--- config.mk ---
export PLATFORM = sky130hd
export DESIGN_NAME = sepf_frontend
export DESIGN_NICKNAME = d
export VERILOG_FILES = /design/src/design/sepf_pkg.sv /design/src/design/sepf_buf2.sv /design/src/design/sepf_edge.sv /design/src/design/sepf_frontend.sv
export VERILOG_INCLUDE_DIRS = /design/src /design/src/design
export SDC_FILE = /design/constraint.sdc
export NUM_CORES = 1
export LEC_CHECK = 0
export BUFFER_PORTS_ARGS = -buffer_cell sky130_fd_sc_hd__buf_2
export CAP_MARGIN = 0
export CORE_UTILIZATION = 40
export CTS_BUF_LIST = sky130_fd_sc_hd__clkbuf_8
export CTS_CLUSTER_SIZE = 12
export DETAILED_ROUTE_END_ITERATION = 6
export SLEW_MARGIN = 20
export SYNTH_ARGS = -nofsm -noshare
export SYNTH_HDL_FRONTEND = slang
export SYNTH_SLANG_ARGS = --single-unit
--- constraint.sdc ---
create_clock -name SYS_CLK -period 3.3 [get_ports SYS_CLK]
set_clock_uncertainty 0.15 [all_clocks]
set_input_delay 0.66 -clock SYS_CLK [delete_from_list [all_inputs] [get_ports SYS_CLK]]
set_output_delay 0.66 -clock SYS_CLK [all_outputs]
set_load 0.01 [all_outputs]
--- src/design/sepf_map.svh ---
// Constants for the serial-memory pin front end.
// Assumes inclusion by bare name from design and bench files.
`ifndef SEPF_MAP_SVH
`define SEPF_MAP_SVH
`define SEPF_BYTE_W 8
`define SEPF_BIT_TOP 3'h7
`define SEPF_BIT_ZERO 3'h0
`define SEPF_CMD_LATCH_SET 8'h06
`define SEPF_CMD_LATCH_CLEAR 8'h04
`define SEPF_CMD_WRITE 8'h02
`define SEPF_CMD_READ 8'h03
`define SEPF_WRITE_TIME_NS 5000000
`define SEPF_CLK_PERIOD_NS 8
`endif

--- src/design/sepf_pkg.sv ---
// Types shared by the serial-memory pin front end.
// Assumes the constants header is compiled alongside.
package sepf_pkg;
    typedef struct packed {
        logic [7:0] data;
        logic is_addr;
    } sepf_word_t;
    typedef enum logic [2:0] {
        SEPF_IDLE, SEPF_CMD, SEPF_ADDR, SEPF_WDATA, SEPF_RDATA, SEPF_DISCARD
    } sepf_phase_t;
endpackage

--- src/design/sepf_buf2.sv ---
// Two-entry valid/ready buffer carrying received words.
// Assumes one clock, active-low asynchronous reset.
`timescale 1ns/1ns
`default_nettype none
module sepf_buf2
    import sepf_pkg::*;
(
    input wire logic clk,
    input wire logic nrst,
    input wire logic ce,
    input wire logic flush,
    input wire logic in_valid,
    output logic in_ready,
    input wire sepf_word_t in_word,
    output logic out_valid,
    input wire logic out_ready,
    output sepf_word_t out_word
);
    sepf_word_t mem [2];
    logic [1:0] count;
    logic rd_ptr;
    logic wr_ptr;
    wire push = in_valid && in_ready;
    wire pop = out_valid && out_ready;
    assign in_ready = (count != 2'h2);
    assign out_valid = (count != 2'h0);
    assign out_word = mem[rd_ptr];
    always_ff @(posedge clk or negedge nrst) begin
        if (!nrst) begin
            count <= 2'h0;
            rd_ptr <= 1'b0;
            wr_ptr <= 1'b0;
            mem[0] <= '0;
            mem[1] <= '0;
        end else if (ce) begin
            if (flush) begin
                count <= 2'h0;
                rd_ptr <= 1'b0;
                wr_ptr <= 1'b0;
            end else begin
                if (push) begin
                    mem[wr_ptr] <= in_word;
                    wr_ptr <= ~wr_ptr;
                end
                if (pop) begin
                    rd_ptr <= ~rd_ptr;
                end
                count <= count + {1'b0, push} - {1'b0, pop};
            end
        end
    end
    a_buf_no_overflow: assert property (@(posedge clk) disable iff (!nrst)
        count <= 2'h2) else $error("buffer count overflow");
endmodule
`default_nettype wire

--- src/design/sepf_edge.sv ---
// Synchronous edge detector for one sampled pin.
// Assumes the pin is already synchronous to the clock.
`timescale 1ns/1ns
`default_nettype none
module sepf_edge (
    input wire logic clk,
    input wire logic nrst,
    input wire logic ce,
    input wire logic pin,
    input wire logic idle_level,
    output logic level,
    output logic rise,
    output logic fall
);
    logic prev;
    logic started;
    assign level = prev;
    // No edges until one real sample is held: a pin already low at reset is no fall
    assign rise = started && pin && !prev;
    assign fall = started && !pin && prev;
    always_ff @(posedge clk or negedge nrst) begin
        if (!nrst) begin
            prev <= 1'b1;
            started <= 1'b0;
        end else if (ce) begin
            prev <= started ? pin : idle_level;
            started <= 1'b1;
        end
    end
endmodule
`default_nettype wire

--- src/design/sepf_frontend.sv ---
// Serial-port front end: shifts, select handling, write protection.
// Assumes pins synchronous to SYS_CLK; memory core sits behind the word ports.
`timescale 1ns/1ns
`default_nettype none
`include "sepf_map.svh"
module sepf_frontend
    import sepf_pkg::*;
#(
    parameter int WRITE_CYCLES = `SEPF_WRITE_TIME_NS / `SEPF_CLK_PERIOD_NS
) (
    input wire logic SYS_CLK,
    input wire logic NRST,
    input wire logic CE,
    input wire logic SEL_N_KICK,
    input wire logic SCK,
    input wire logic SI,
    input wire logic WP_N,
    output logic SO_OUT,
    output logic SO_OE,
    output logic STANDBY,
    output logic WRITE_BUSY,
    output logic LATCH_EN,
    output logic WORD_VALID,
    input wire logic WORD_READY,
    output logic [7:0] WORD_DATA,
    output logic WORD_IS_ADDR,
    output logic COMMIT,
    output logic [7:0] CMD_OUT,
    input wire logic [7:0] RD_DATA
);
    function automatic logic is_write_cmd(input logic [7:0] c);
        return c == `SEPF_CMD_WRITE;
    endfunction

    logic sel_lvl, sel_rise, sel_fall;
    logic sck_lvl, sck_rise, sck_fall;
    logic wp_lvl, wp_rise, wp_fall;
    sepf_edge u_sel (.clk(SYS_CLK), .nrst(NRST), .ce(CE), .pin(SEL_N_KICK),
        .idle_level(SEL_N_KICK), .level(sel_lvl), .rise(sel_rise), .fall(sel_fall));
    sepf_edge u_sck (.clk(SYS_CLK), .nrst(NRST), .ce(CE), .pin(SCK),
        .idle_level(SCK), .level(sck_lvl), .rise(sck_rise), .fall(sck_fall));
    sepf_edge u_wp (.clk(SYS_CLK), .nrst(NRST), .ce(CE), .pin(WP_N),
        .idle_level(WP_N), .level(wp_lvl), .rise(wp_rise), .fall(wp_fall));

    sepf_phase_t phase, next_phase;
    logic armed;
    logic [7:0] shreg;
    logic [2:0] bitcnt;
    logic [7:0] cmd;
    logic [7:0] tx;
    logic write_pending;
    logic write_abort;
    logic [31:0] busy_cnt;
    logic push_valid;
    sepf_word_t push_word;
    logic buf_ready;
    sepf_word_t out_word;
    logic out_valid;

    wire selected = !SEL_N_KICK;
    wire active = selected && armed && (phase != SEPF_DISCARD);
    wire byte_done = active && sck_rise && (bitcnt == `SEPF_BIT_ZERO);
    // First fall of a byte sends the fresh byte's MSB straight from the core
    wire byte_start = (bitcnt == `SEPF_BIT_TOP);
    wire [7:0] rx_byte = {shreg[6:0], SI};
    wire is_set = rx_byte == `SEPF_CMD_LATCH_SET;
    wire is_clear = rx_byte == `SEPF_CMD_LATCH_CLEAR;
    // Write may start only with latch set, protect high, no abort seen
    wire commit_now = sel_rise && write_pending && !write_abort && WP_N
        && !WRITE_BUSY;
    // Byte met by a full buffer is dropped; in write data the frame then goes to discard, an address byte is lost silently
    wire data_byte = byte_done && (phase == SEPF_ADDR || phase == SEPF_WDATA);

    always_comb begin
        next_phase = phase;
        if (!selected) begin
            next_phase = SEPF_IDLE;
        end else if (byte_done) begin
            unique case (phase)
                SEPF_IDLE, SEPF_CMD: begin
                    if (is_write_cmd(rx_byte) || rx_byte == `SEPF_CMD_READ) begin
                        next_phase = SEPF_ADDR;
                    end else begin
                        next_phase = SEPF_DISCARD;
                    end
                end
                SEPF_ADDR: next_phase = is_write_cmd(cmd) ? SEPF_WDATA : SEPF_RDATA;
                SEPF_WDATA: next_phase = buf_ready ? SEPF_WDATA : SEPF_DISCARD;
                SEPF_RDATA: next_phase = SEPF_RDATA;
                SEPF_DISCARD: next_phase = SEPF_DISCARD;
            endcase
        end
    end

    always_ff @(posedge SYS_CLK or negedge NRST) begin
        if (!NRST) begin
            armed <= 1'b0;
            phase <= SEPF_IDLE;
            shreg <= 8'h00;
            bitcnt <= `SEPF_BIT_TOP;
            cmd <= 8'h00;
        end else if (CE) begin
            if (sel_fall) begin
                armed <= 1'b1;
            end
            phase <= next_phase;
            if (!selected) begin
                bitcnt <= `SEPF_BIT_TOP;
                shreg <= 8'h00;
            end else if (active && sck_rise) begin
                shreg <= rx_byte;
                bitcnt <= bitcnt - 3'h1;
            end
            if (byte_done && (phase == SEPF_IDLE || phase == SEPF_CMD)) begin
                cmd <= rx_byte;
            end
        end
    end

    always_ff @(posedge SYS_CLK or negedge NRST) begin
        if (!NRST) begin
            LATCH_EN <= 1'b0;
            write_pending <= 1'b0;
            write_abort <= 1'b0;
        end else if (CE) begin
            if (byte_done && phase == SEPF_IDLE && is_set) begin
                LATCH_EN <= 1'b1;
            end else if (byte_done && phase == SEPF_IDLE && is_clear) begin
                LATCH_EN <= 1'b0;
            end else if (commit_now) begin
                LATCH_EN <= 1'b0;
            end
            if (!selected) begin
                write_pending <= 1'b0;
                write_abort <= 1'b0;
            end else begin
                if (byte_done && phase == SEPF_WDATA && LATCH_EN && WP_N) begin
                    write_pending <= 1'b1;
                end
                if (wp_fall && (phase == SEPF_ADDR || phase == SEPF_WDATA)) begin
                    write_abort <= 1'b1;
                end
            end
        end
    end

    always_ff @(posedge SYS_CLK or negedge NRST) begin
        if (!NRST) begin
            WRITE_BUSY <= 1'b0;
            busy_cnt <= 32'h0;
            COMMIT <= 1'b0;
        end else if (CE) begin
            COMMIT <= commit_now;
            if (commit_now) begin
                WRITE_BUSY <= 1'b1;
                busy_cnt <= WRITE_CYCLES[31:0];
            end else if (WRITE_BUSY) begin
                // Protect edges ignored here once running
                busy_cnt <= busy_cnt - 32'h1;
                WRITE_BUSY <= busy_cnt != 32'h1;
            end
        end
    end

    always_ff @(posedge SYS_CLK or negedge NRST) begin
        if (!NRST) begin
            tx <= 8'h00;
            SO_OUT <= 1'b0;
            SO_OE <= 1'b0;
            STANDBY <= 1'b1;
            CMD_OUT <= 8'h00;
        end else if (CE) begin
            SO_OE <= selected && armed && phase == SEPF_RDATA;
            STANDBY <= !selected && !WRITE_BUSY && !commit_now;
            CMD_OUT <= cmd;
            if (byte_done && phase == SEPF_ADDR) begin
                tx <= RD_DATA;
            end else if (phase == SEPF_RDATA && sck_fall && selected) begin
                SO_OUT <= byte_start ? RD_DATA[7] : tx[7];
                tx <= byte_start ? {RD_DATA[6:0], 1'b0} : {tx[6:0], 1'b0};
            end
        end
    end

    assign push_valid = data_byte;
    assign push_word = '{data: rx_byte, is_addr: (phase == SEPF_ADDR)};

    sepf_buf2 u_buf (.clk(SYS_CLK), .nrst(NRST), .ce(CE), .flush(1'b0),
        .in_valid(push_valid), .in_ready(buf_ready), .in_word(push_word),
        .out_valid(out_valid), .out_ready(WORD_READY && WORD_VALID || !WORD_VALID),
        .out_word(out_word));

    always_ff @(posedge SYS_CLK or negedge NRST) begin
        if (!NRST) begin
            WORD_VALID <= 1'b0;
            WORD_DATA <= 8'h00;
            WORD_IS_ADDR <= 1'b0;
        end else if (CE) begin
            if (!WORD_VALID || WORD_READY) begin
                WORD_VALID <= out_valid;
                WORD_DATA <= out_word.data;
                WORD_IS_ADDR <= out_word.is_addr;
            end
        end
    end

    a_arm_before_cmd: assert property (@(posedge SYS_CLK) disable iff (!NRST)
        !armed |-> phase == SEPF_IDLE || phase == SEPF_DISCARD)
        else $error("decoding before first select fall");
    a_so_hiz_desel: assert property (@(posedge SYS_CLK) disable iff (!NRST)
        CE && SEL_N_KICK |=> !SO_OE)
        else $error("output driven while deselected");
    a_standby_busy: assert property (@(posedge SYS_CLK) disable iff (!NRST)
        WRITE_BUSY |-> !STANDBY)
        else $error("standby during write cycle");
    a_active_sel: assert property (@(posedge SYS_CLK) disable iff (!NRST)
        CE && !SEL_N_KICK |=> !STANDBY)
        else $error("standby while selected");
    a_no_commit_wp: assert property (@(posedge SYS_CLK) disable iff (!NRST)
        commit_now |-> WP_N && !write_abort)
        else $error("write started while protected");
    a_abort_wp: assert property (@(posedge SYS_CLK) disable iff (!NRST)
        CE && write_abort && selected |=> !commit_now)
        else $error("aborted write committed");
    a_busy_holds: assert property (@(posedge SYS_CLK) disable iff (!NRST)
        CE && WRITE_BUSY && busy_cnt > 32'h1 |=> WRITE_BUSY)
        else $error("write cycle cut short");
    a_discard_desel: assert property (@(posedge SYS_CLK) disable iff (!NRST)
        CE && !selected |=> bitcnt == `SEPF_BIT_TOP)
        else $error("partial byte kept");
    a_so_on_fall: assert property (@(posedge SYS_CLK) disable iff (!NRST)
        CE && $changed(SO_OUT) |-> $past(sck_fall))
        else $error("output changed off falling edge");
    c_write_commit: cover property (@(posedge SYS_CLK) disable iff (!NRST) COMMIT);
    c_read_drive: cover property (@(posedge SYS_CLK) disable iff (!NRST) SO_OE);
    c_abort: cover property (@(posedge SYS_CLK) disable iff (!NRST) write_abort);
    c_latch_set: cover property (@(posedge SYS_CLK) disable iff (!NRST) $rose(LATCH_EN));
endmodule
`default_nettype wire

=== Word level (Yosys, flattened, before mapping) ===
Cells that the tools add are included.

* Output and inout port bits: 24
* Word-level logic and storage cells: 162
* Register bits: 114

* Reduce and logical (&&, ||, !) cells: 75
* Muxes and demuxes: 31
* Order comparisons: 3
* Equal/unequal tests: 14
* Add/subtract/negate cells: 4
* Bitwise logic cells: 5

{| class="wikitable"
|+ Operators by type and width
! operator !! count
|-
| 32-bit 2-to-1 mux || 2
|-
| 1-bit logical AND || 37
|-
| 9-bit 2-to-1 mux || 4
|-
| 32-bit by 1-bit inequality test with 1-bit output (second input constant) || 1
|-
| 32-bit by 1-bit subtractor with 32-bit output (second input constant) || 1
|-
| 8-bit by 2-bit == test with 1-bit output (second input constant) || 3
|-
| 8-bit 2-to-1 mux || 3
|-
| 2-bit AND reduction || 12
|-
| 3-bit 2-to-1 mux || 7
|-
| 18-bit bitwise mux || 1
|-
| 8-bit by 3-bit == test with 1-bit output (second input constant) || 2
|-
| 3-bit case mux with 5 select lines || 1
|-
| 7-bit 2-to-1 mux || 2
|-
| 2-bit nonzero test || 7
|-
| 1-bit 2-to-1 mux || 10
|-
| 9-bit demux with 1-bit select || 1
|-
| 3-bit == test (second input constant) || 3
|-
| 1-bit logical NOT || 9
|-
| 3-bit by 2-bit == test with 1-bit output (second input constant) || 2
|-
| 3-bit logical NOT || 2
|-
| 1-bit logical OR || 5
|-
| 2-bit >= comparator (second input constant) || 2
|-
| 1-bit NOT with 2-bit output || 2
|-
| 3-bit by 1-bit == test with 1-bit output (second input constant) || 1
|-
| other kinds (10) || 12
|}

=== Depth between registers and ports, before layout ===
Gate-level depths: netlist (run 1).

* Depth in word-level cells: 10
* Mapped depth: 9
* Mapped depth without buffers: 9

=== Cells and area by module ===
A second synthesis (run 1) with hierarchy kept.

* Cells, all modules: 509
* Area total of the unflattened synthesis: 5,630.4 µm²

{| class="wikitable"
|+ Modules (own cells, without submodules)
! module !! cells each !! area an instance (µm²) !! instances !! sequential area each (µm²)
|-
| sepf_frontend || 403 || 4,299.1 || 1 || 2,207.1
|-
| sepf_buf2 || 76 || 1,064.8 || 1 || 550.5
|-
| sepf_edge || 10 || 88.8 || 3 || 51.3
|}

=== Least setup slack after synthesis (run 1) ===
No wires, ideal clock.

* Path type: input to register
* Start: in SEL_N_KICK
* End: reg u_buf.mem[10] (netlist name)
* Required time: 3.025 ns
* Arrival time: 2.277 ns
* Cell stages on the path: 6
* Path buffers: 1
* Slack: 0.749 ns
* Setup time: 0.125 ns
* Cell sequence: clkbuf_1 -> nand3b_1 -> nor4_2 -> nand2_1 -> nor2_2 -> mux2_2

* Word-level cells in the longest chain between the ends: 8

{| class="wikitable"
|+ RTL lines
! item !! RTL line !! source
|-
| start: declaration || sepf_frontend.sv:14 || <nowiki>input wire logic SEL_N_KICK,</nowiki>
|-
| 1-bit logical NOT || sepf_frontend.sv:60 || <nowiki>wire selected = !SEL_N_KICK;</nowiki>
|-
| 1-bit logical AND (2 in a row) || sepf_frontend.sv:61 || <nowiki>wire active = selected && armed && (phase != SEPF_DISCARD);</nowiki>
|-
| 1-bit logical AND (2 in a row) || sepf_frontend.sv:62 || <nowiki>wire byte_done = active && sck_rise && (bitcnt == `SEPF_BIT_ZERO);</nowiki>
|-
| 1-bit logical AND || sepf_frontend.sv:72 || <nowiki>wire data_byte = byte_done && (phase == SEPF_ADDR || phase == SEPF_WDATA);</nowiki>
|-
| 1-bit logical AND || sepf_buf2.sv:23 || <nowiki>wire push = in_valid && in_ready;</nowiki>
|-
| 2-bit AND reduction (no line) || n/a ||
|-
| end signal: indexed assignment || sepf_buf2.sv:42 || <nowiki>mem[wr_ptr] <= in_word;</nowiki>
|-
| end: declaration || sepf_buf2.sv:19 || <nowiki>sepf_word_t mem [2];</nowiki>
|}

No other way between the ends.
A chain may end at the register's enable or synchronous reset.

=== Worst setup path in the final report (run 1) ===
* Start: reg busy_cnt[4]
* End: reg busy_cnt[29]

* Word-level cells in the longest chain between the ends: 3

{| class="wikitable"
|+ RTL lines
! item !! RTL line !! source
|-
| start: declaration || sepf_frontend.sv:53 || <nowiki>logic [31:0] busy_cnt;</nowiki>
|-
| start signal: assignment || sepf_frontend.sv:156 || <nowiki>busy_cnt <= WRITE_CYCLES[31:0];</nowiki>
|-
| start signal: assignment || sepf_frontend.sv:159 || <nowiki>busy_cnt <= busy_cnt - 32'h1;</nowiki>
|-
| 32-bit by 1-bit subtractor with 32-bit output || sepf_frontend.sv:159 ||
|-
| 32-bit 2-to-1 mux || sepf_frontend.sv:157 || <nowiki>end else if (WRITE_BUSY) begin</nowiki>
|-
| 32-bit 2-to-1 mux || sepf_frontend.sv:154 || <nowiki>if (commit_now) begin</nowiki>
|}

No other way between the ends. The select of a mux whose other input is x is not followed.

==> results.md, run 1 <==
- Syn-to-layout area delta: 14.5%
- Fillers: 1,273
- Sw frac: 0.282
- Clock Latency Late Sink: 0.44 ns
- Seq/Total Area, Yosys: 0.527
- Post-CTS resize count: 0
- Pins Over Slew Limit: 0
- Detailed Place HPWL: 7860 um
- Ratio of cells with drive above 1 in the final layout: 0.253
- FF+latch area: 2860 um^2
- Worst reg-to-reg setup slack: 0.58 ns
- Final ANT Viol Nets: 0
- Synthesized area per cell: 10.8 um^2
- I/O Buffers: 39
- Gpl congestion: 0.758
- DRC: 0
- CTS Buf Count: 17
- Core Area: 13,200 um^2
- Die Ht: 119 um
- NetSw: 0.000822 W
- Setup tns final: 0 ns
- Synth warnings: 0
- Post-synthesis async set-or-reset flop share: 1.00
- First-pass GRT wire length: 19,700 um
- Top cell type's share of synthesized area: 0.493
- Leakage: 3.01 nW
- Starting density of the core: 0.410
- Critical-path cell list: or4_4 -> nor4_4 -> nand3_1 -> or4_1 -> a21oi_1
- Fin crit period: 2.72 ns
- CTS tree: built
- CTS root buffer: clkbuf_8
- Die width: 119 um
- H-tree depth: 4
- R2R depth: 5
- Internal power: 0.00209 W
- Slowest Stage Delay on Critical Path: 0.59 ns
- Flop pwr share: 0.515
- Syn Nets: 524
- Total setup buffers inserted after CTS: 0
- # IOs: 40
- WP data required: 3.51 ns
- Post-CTS Hold Fix Bufs: 0
- Final setup viols: 0
- Outcome: finished, final reports clean
- Fin Hold WS: 0.0591 ns
- Max VDD drop: 0.236 mV
- Largest net degree at the start of global routing: 43
- Crit Path Max Fanout: 9
- CP Launch Type: register
- Clk slew on worst S/H paths: 0.07 ns
- Slew margin rel.: 0.296
- Cell taking the most area after synthesis: dfrtp_1
- Reg2reg start: busy_cnt[4]
- Top cells by area, synth: dfrtp_1, mux2_2, nand2_1, mux2i_1, dfstp_2
- Fin crit share: 0.823
- Crit path kind: reg2reg
- CTS Sinks: 114
- Reg2reg end: busy_cnt[29]
- Row count: 42
- Comb pwr share: 0.083
- DR pass1 iterations: 4
- Number of synthesized flops with an enable pin: 0
- CP max-delay cell: or4_4
- Number of global-route vias before repair: 3,905
- GRT Util Overall: 0.179
- Clock power share: 0.402
- RSZ-0062 raised after global routing: no
- Antenna violations before repair: 0
- Fmax: 368 MHz
- Cells after Synth: 501
- Mapped Area: 5430 um^2
- Vias/cell: 5.26
- Synth cell types: 58
- Multi-input gate area: 2460 um^2
- Routed Wire Length: 11,500 um
- Clock buffer depth: 2
- HP Class: in2async
- Final hold vios: 0
- Synth Register Bits: 114
- Die footprint: 14,100 um^2
- Antenna Cells: 0
- Total of max-cap violations: 0
- CP endpoint kind: register
- Per-cell routed wire length: 15.5 um
- Synth Flop Type: dfrtp_1
- Number of nets in the final layout: 575
- WP data arrival: 2.93 ns
- Pwr dens: 468 nW/um^2
- Worst Max-Slew Pin Slew: 1.05 ns
- Total grt overflow: 0
- DR iter-0 viols: 249
- Vias post-DR: 3,896
how the worst max path moves through the flow:
stage,to,slack [ns],start
6_report,busy_cnt[29],0.58,busy_cnt[4]
5_1_grt,busy_cnt[29],0.42,busy_cnt[4]
4_1_cts,busy_cnt[29],0.61,busy_cnt[4]
3_5_place_dp,tx[7],0.55,SEL_N_KICK
3_3_place_gp,tx[7],0.61,SEL_N_KICK
2_1_floorplan,u_buf.mem[10],0.75,SEL_N_KICK
layer usage:
metal	vias up	wire (um)	track usage
li1	1899	-	-
met1	1923	5850	0.254
met2	61	5090	0.263
met3	13	447	0.0463
met4	0	134	0.0641
met5	-	0	0
layout by cell type, fill, tap and decap left out, types with 5 or more instances in the layout:
| cell | synthesis | final |
|---|---|---|
| a21oi_1 | 24 | 24 |
| buf_2 | 0 | 38 |
| buf_4 | 0 | 9 |
| clkbuf_8 | 1 | 18 |
| clkinvlp_4 | 0 | 5 |
| dfrtp_1 | 107 | 107 |
| dfstp_2 | 7 | 7 |
| ha_1 | 7 | 7 |
| inv_1 | 12 | 13 |
| inv_6 | 0 | 5 |
| mux2_2 | 42 | 42 |
| mux2i_1 | 19 | 19 |
| nand2_1 | 58 | 58 |
| nand2b_1 | 6 | 6 |
| nand3_1 | 12 | 12 |
| nand4_1 | 7 | 7 |
| nand4b_1 | 6 | 6 |
| nor2_1 | 40 | 40 |
| nor3_1 | 6 | 6 |
| nor4_1 | 10 | 9 |
| o21ai_0 | 29 | 29 |
| o31ai_1 | 6 | 6 |
| or4_1 | 11 | 11 |
| xnor2_1 | 11 | 11 |
| xor2_1 | 13 | 13 |
power groups by stage:
stage	clock network (W)	logic [W]	registers (W)
after CTS	0.00121	0.000246	0.00150
after global placement	0	0.000238	0.00152
after detailed placement	0	0.000247	0.00152
after global routing	0.00127	0.000275	0.00150
after floorplan	0	0.000185	0.00149
final	0.00117	0.000241	0.00150
cell usage after synthesis, types with 2 or more instances:
cell type	instances
inv_1	12
nor2b_1	4
clkbuf_1	12
dfstp_2	7
a21oi_1	24
nor3b_1	4
xnor2_1	11
nor4_4	2
xor2_1	13
dfrtp_1	107
ha_1	7
a21o_1	4
nor2_1	40
nand2_1	58
nand4b_1	6
nand4_1	7
nor3_1	6
or3_1	4
o21ai_0	29
or4_1	11
nor4_1	10
and3b_1	2
o31ai_1	6
mux2_2	42
nand2b_1	6
buf_1	2
a31oi_1	2
mux2i_1	19
o41ai_1	2
nor4b_1	2
nor2_2	2
nand3_1	12
sequential cells by signal, summed over array words and instances (netlist names), 2 cells and up:
| name | flops |
|---|---|
| bitcnt | 3 |
| phase | 3 |
| busy_cnt | 32 |
| u_buf.mem | 18 |
| u_buf.count | 2 |
| shreg | 7 |
| WORD_DATA | 8 |
| cmd | 8 |
| tx | 8 |
| CMD_OUT | 8 |
cells by family after synthesis:
logic type	share of synthesized area
AOI/OAI and AO/OA	0.0797
xor gates and xnor gates	0.0387
adders and majority gates	0.0161
buffers and inverters	0.0221
DFF	0.527
muxes	0.122
and+or+nand+nor	0.195
through the flow:
step	instances	worst slack (ns)	utilization	instance area, um^2	power, W
finish	741	0.583	0.470	6220	0.00291
global route	741	0.423	0.470	6220	0.00305
CTS	741	0.615	0.470	6220	0.00295
detailed placement	709	0.554	0.443	5870	0.00177
global placement	709	0.608	0.443	5870	0.00176
floorplan	501	0.749	-	5430	0.00167
worst max-delay path, delay by kind of cell (launching register included):
kind	cells	cell delay, ns
simple gates	4	1.95
compound gates	1	0.15
flops	1	0.41
final cells by class:
cell class / instances / area share
well taps: 176 / 0.0354
clock buffers: 18 / 0.0398
inverters: 13 / 0.00784
multi-input cells: 358 / 0.395
clock inverters: 14 / 0.0173
flip-flops and latches: 114 / 0.460
repair buffers: 48 / 0.0446
No activity file was read; power rests on OpenSTA's default activity.
==> run 2, diff against run 1 <==
clock period = 2.6 ns   (was 3.3 ns; I/O delays follow)
==> run 2 against run 1 <==
  * Non-clock buffer count up 17
  * Flip-flop and latch count is the same
  * Core utilization grew 1.8 points
  * Worst setup slack worse by 0.48 ns
  * Critical path depth grew 1
  * Clock power is 61% higher
  * Cell count grew 2.0%
  * Count of clock-buffer cells in the layout up 1
  * Sequential share of layout area is 1.7 points lower
  * Critical endpoint is now busy_cnt[25]
  * Largest cell class unchanged
  * Largest power group unchanged
==> results.md, run 2 (synthesis gave the netlist of run 1 again) <==
- Per-cell routed wire length: 15.5 um (-0.37%)
- Crit path kind: reg2reg
- Fin util: 0.488 (+0.0184)
- Final setup viols: 0 (unchanged)
- Leakage: 3.15 nW (+4.8%)
- Routed Wire Length: 11,700 um (+1.6%)
- I/O Buffers: 39 (unchanged)
- Critical-path cell list: or4_4 -> nor4_4 -> buf_4 -> nand4_4 -> or4b_1 -> a21oi_1
- Slowest Stage Delay on Critical Path: 0.59 ns (about the same)
- CTS Buf Count: 17 (unchanged)
- H-tree depth: 4 (unchanged)
- Gpl congestion: 0.754 (-0.55%)
- Number of nets in the final layout: 592 (+3.0%)
- CP endpoint kind: register
- HP Class: in2reg
- R2R depth: 6 (+1)
- DR iter-0 viols: 204 (-18%)
- Starting density of the core: 0.410 (unchanged)
- First-pass GRT wire length: 20,200 um (+2.5%)
- Worst setup margin: 0.102 ns (-0.480 ns)
- Dpl ws: -0.0490 ns (-0.603 ns)
- CTS tree: built
- DRC: 0 (unchanged)
- Largest registers: busy_cnt: 32 flops, u_buf.mem: 18 flops
- # IOs: 40 (unchanged)
- Worst Max-Slew Pin Slew: 0.692 ns (-0.356 ns)
- Syn-to-layout area delta: 19.0%
- WP data arrival: 2.69 ns (-0.24 ns)
- Die width: 119 um (unchanged)
- Total stage count of the critical path: 6 (+1)
- Fillers: 1,225 (-3.8%)
- Pwr dens: 634 nW/um^2 (+35%)
- Row count: 42 (unchanged)
- Total grt overflow: 0 (unchanged)
- CTS Sinks: 114 (unchanged)
- Fin crit period: 2.50 ns (-0.220 ns)
- Clock buffer depth: 2 (unchanged)
- Pins Over Slew Limit: 0 (unchanged)
- Die footprint: 14,100 um^2 (unchanged)
- Setup crit end: busy_cnt[25]
- Reg2reg start: busy_cnt[4]
- CP Launch Type: register
- Core Area: 13,200 um^2 (unchanged)
- Antenna violations before repair: 0 (unchanged)
- Max VDD drop: 0.352 mV (+49%)
- Die Ht: 119 um (unchanged)
- Top reg by flops: busy_cnt
- Worst reg-to-reg setup slack: 0.10 ns (-0.48 ns)
- Most frequent cells in the layout: dfrtp_1, nand2_1, mux2_2
- Fin crit share: 0.961 (+0.137)
- Max reg flops: 32 (unchanged)
- Reg2reg end: busy_cnt[25]
- Outcome: finished, final reports clean
- Slew margin rel.: 0.536 (+0.240)
- Vias post-DR: 3,922 (+0.67%)
- Number of global-route vias before repair: 4,020 (+2.9%)
- Clock Latency Late Sink: 0.43 ns (about the same)
- Final ANT Viol Nets: 0 (unchanged)
- GRT Util Overall: 0.182 (+0.00344)
- CTS root buffer: clkbuf_8
- Crit Path Max Fanout: 9 (unchanged)
- Antenna Cells: 0 (unchanged)
- Ratio of cells with drive above 1 in the final layout: 0.274 (+0.0210)
- Top cell family by delay on the critical path: simple AND/OR/NAND/NOR gates
- Setup crit start: busy_cnt[4]
- Final hold vios: 0 (unchanged)
- Detailed Place HPWL: 8010 um (+1.9%)
- Clk slew on worst S/H paths: 0.07 ns (about the same)
- CP max-delay cell: or4_4
- Vias/cell: 5.19 (-1.3%)
- Total of max-cap violations: 0 (unchanged)
- WP data required: 2.79 ns (-0.72 ns)
- DR pass1 iterations: 4 (unchanged)
- Largest net degree at the start of global routing: 41 (-4.7%)
- Commonest non-fill, non-tap cell in the layout: dfrtp_1
- Fmax: 400 MHz (+8.8%)
- WP buf/inv: 1 (+1)
- RSZ-0062 raised after global routing: no
run 2: changes by cell type in the layout (fill, tap and decap cells not counted), sizes merged:
cell and delta:
buf +16, bufinv +5, clkinvlp -5, inv -5
clkinv +2, clkbuf +1, dlygate4sd3 +1
run 2: worst min-delay path: stages:
cell	delay [ns]
buf_2	0.09
nand2_1	0.04
o21ai_0	0.06
run 2: what timing repair did:
item,CTS,global route
hold endpoints to repair,37,0
resized for setup,0,2
endpoints found under the setup margin,0,2
hold buffers,1,0
buffers inserted,0,5
run 2: layer usage:
layer  global-route usage  vias up  share of wire
li1                     -     1928              -
met4               0.0775        0          0.019
met3               0.0531       17          0.044
met5                    0        -              0
met2                0.267       73           0.45
met1                0.251     1904           0.49
run 2: worst min-delay path by stage:
stage / start / end / slack, ns / cells past startpoint
3_5_place_dp: WORD_DATA[4] / WORD_DATA[4] / 0.32 / 2
6_report: RD_DATA[0] / tx[0] / 0.17 / 3
5_1_grt: RD_DATA[0] / tx[0] / 0.16 / 3
3_3_place_gp: WORD_DATA[4] / WORD_DATA[4] / 0.31 / 2
2_1_floorplan: NRST / CMD_OUT[0] / 0.07 / 0
4_1_cts: RD_DATA[0] / tx[0] / 0.15 / 3
run 2: report_power, final:
group          switching, W  internal (W)
Clock              0.000701       0.00118
Combinational      0.000178      0.000144
Sequential        0.0000748       0.00182
Total              0.000954       0.00314
run 2: stage by stage:
stage               hold slack [ns]  TNS [ns]  cells  cell area (um^2)  total power (W)
global placement              0.311         0    720              5960          0.00224
floorplan                    0.0744         0    501              5430          0.00212
global route                  0.160         0    756              6460          0.00429
CTS                           0.147         0    751              6420          0.00415
finish                        0.172         0    756              6460          0.00410
detailed placement            0.317    -0.311    720              5960          0.00225
run 2: cell type report:
cell class	instances	area [um^2]	share of cell area
inverters	13	48.8	0.00755
well taps	176	220	0.0341
clock inverters	11	186	0.0288
repair buffers	65	420	0.0650
flip-flops and latches	114	2860	0.443
clock buffers	19	262	0.0404
multi-input cells	358	2460	0.381
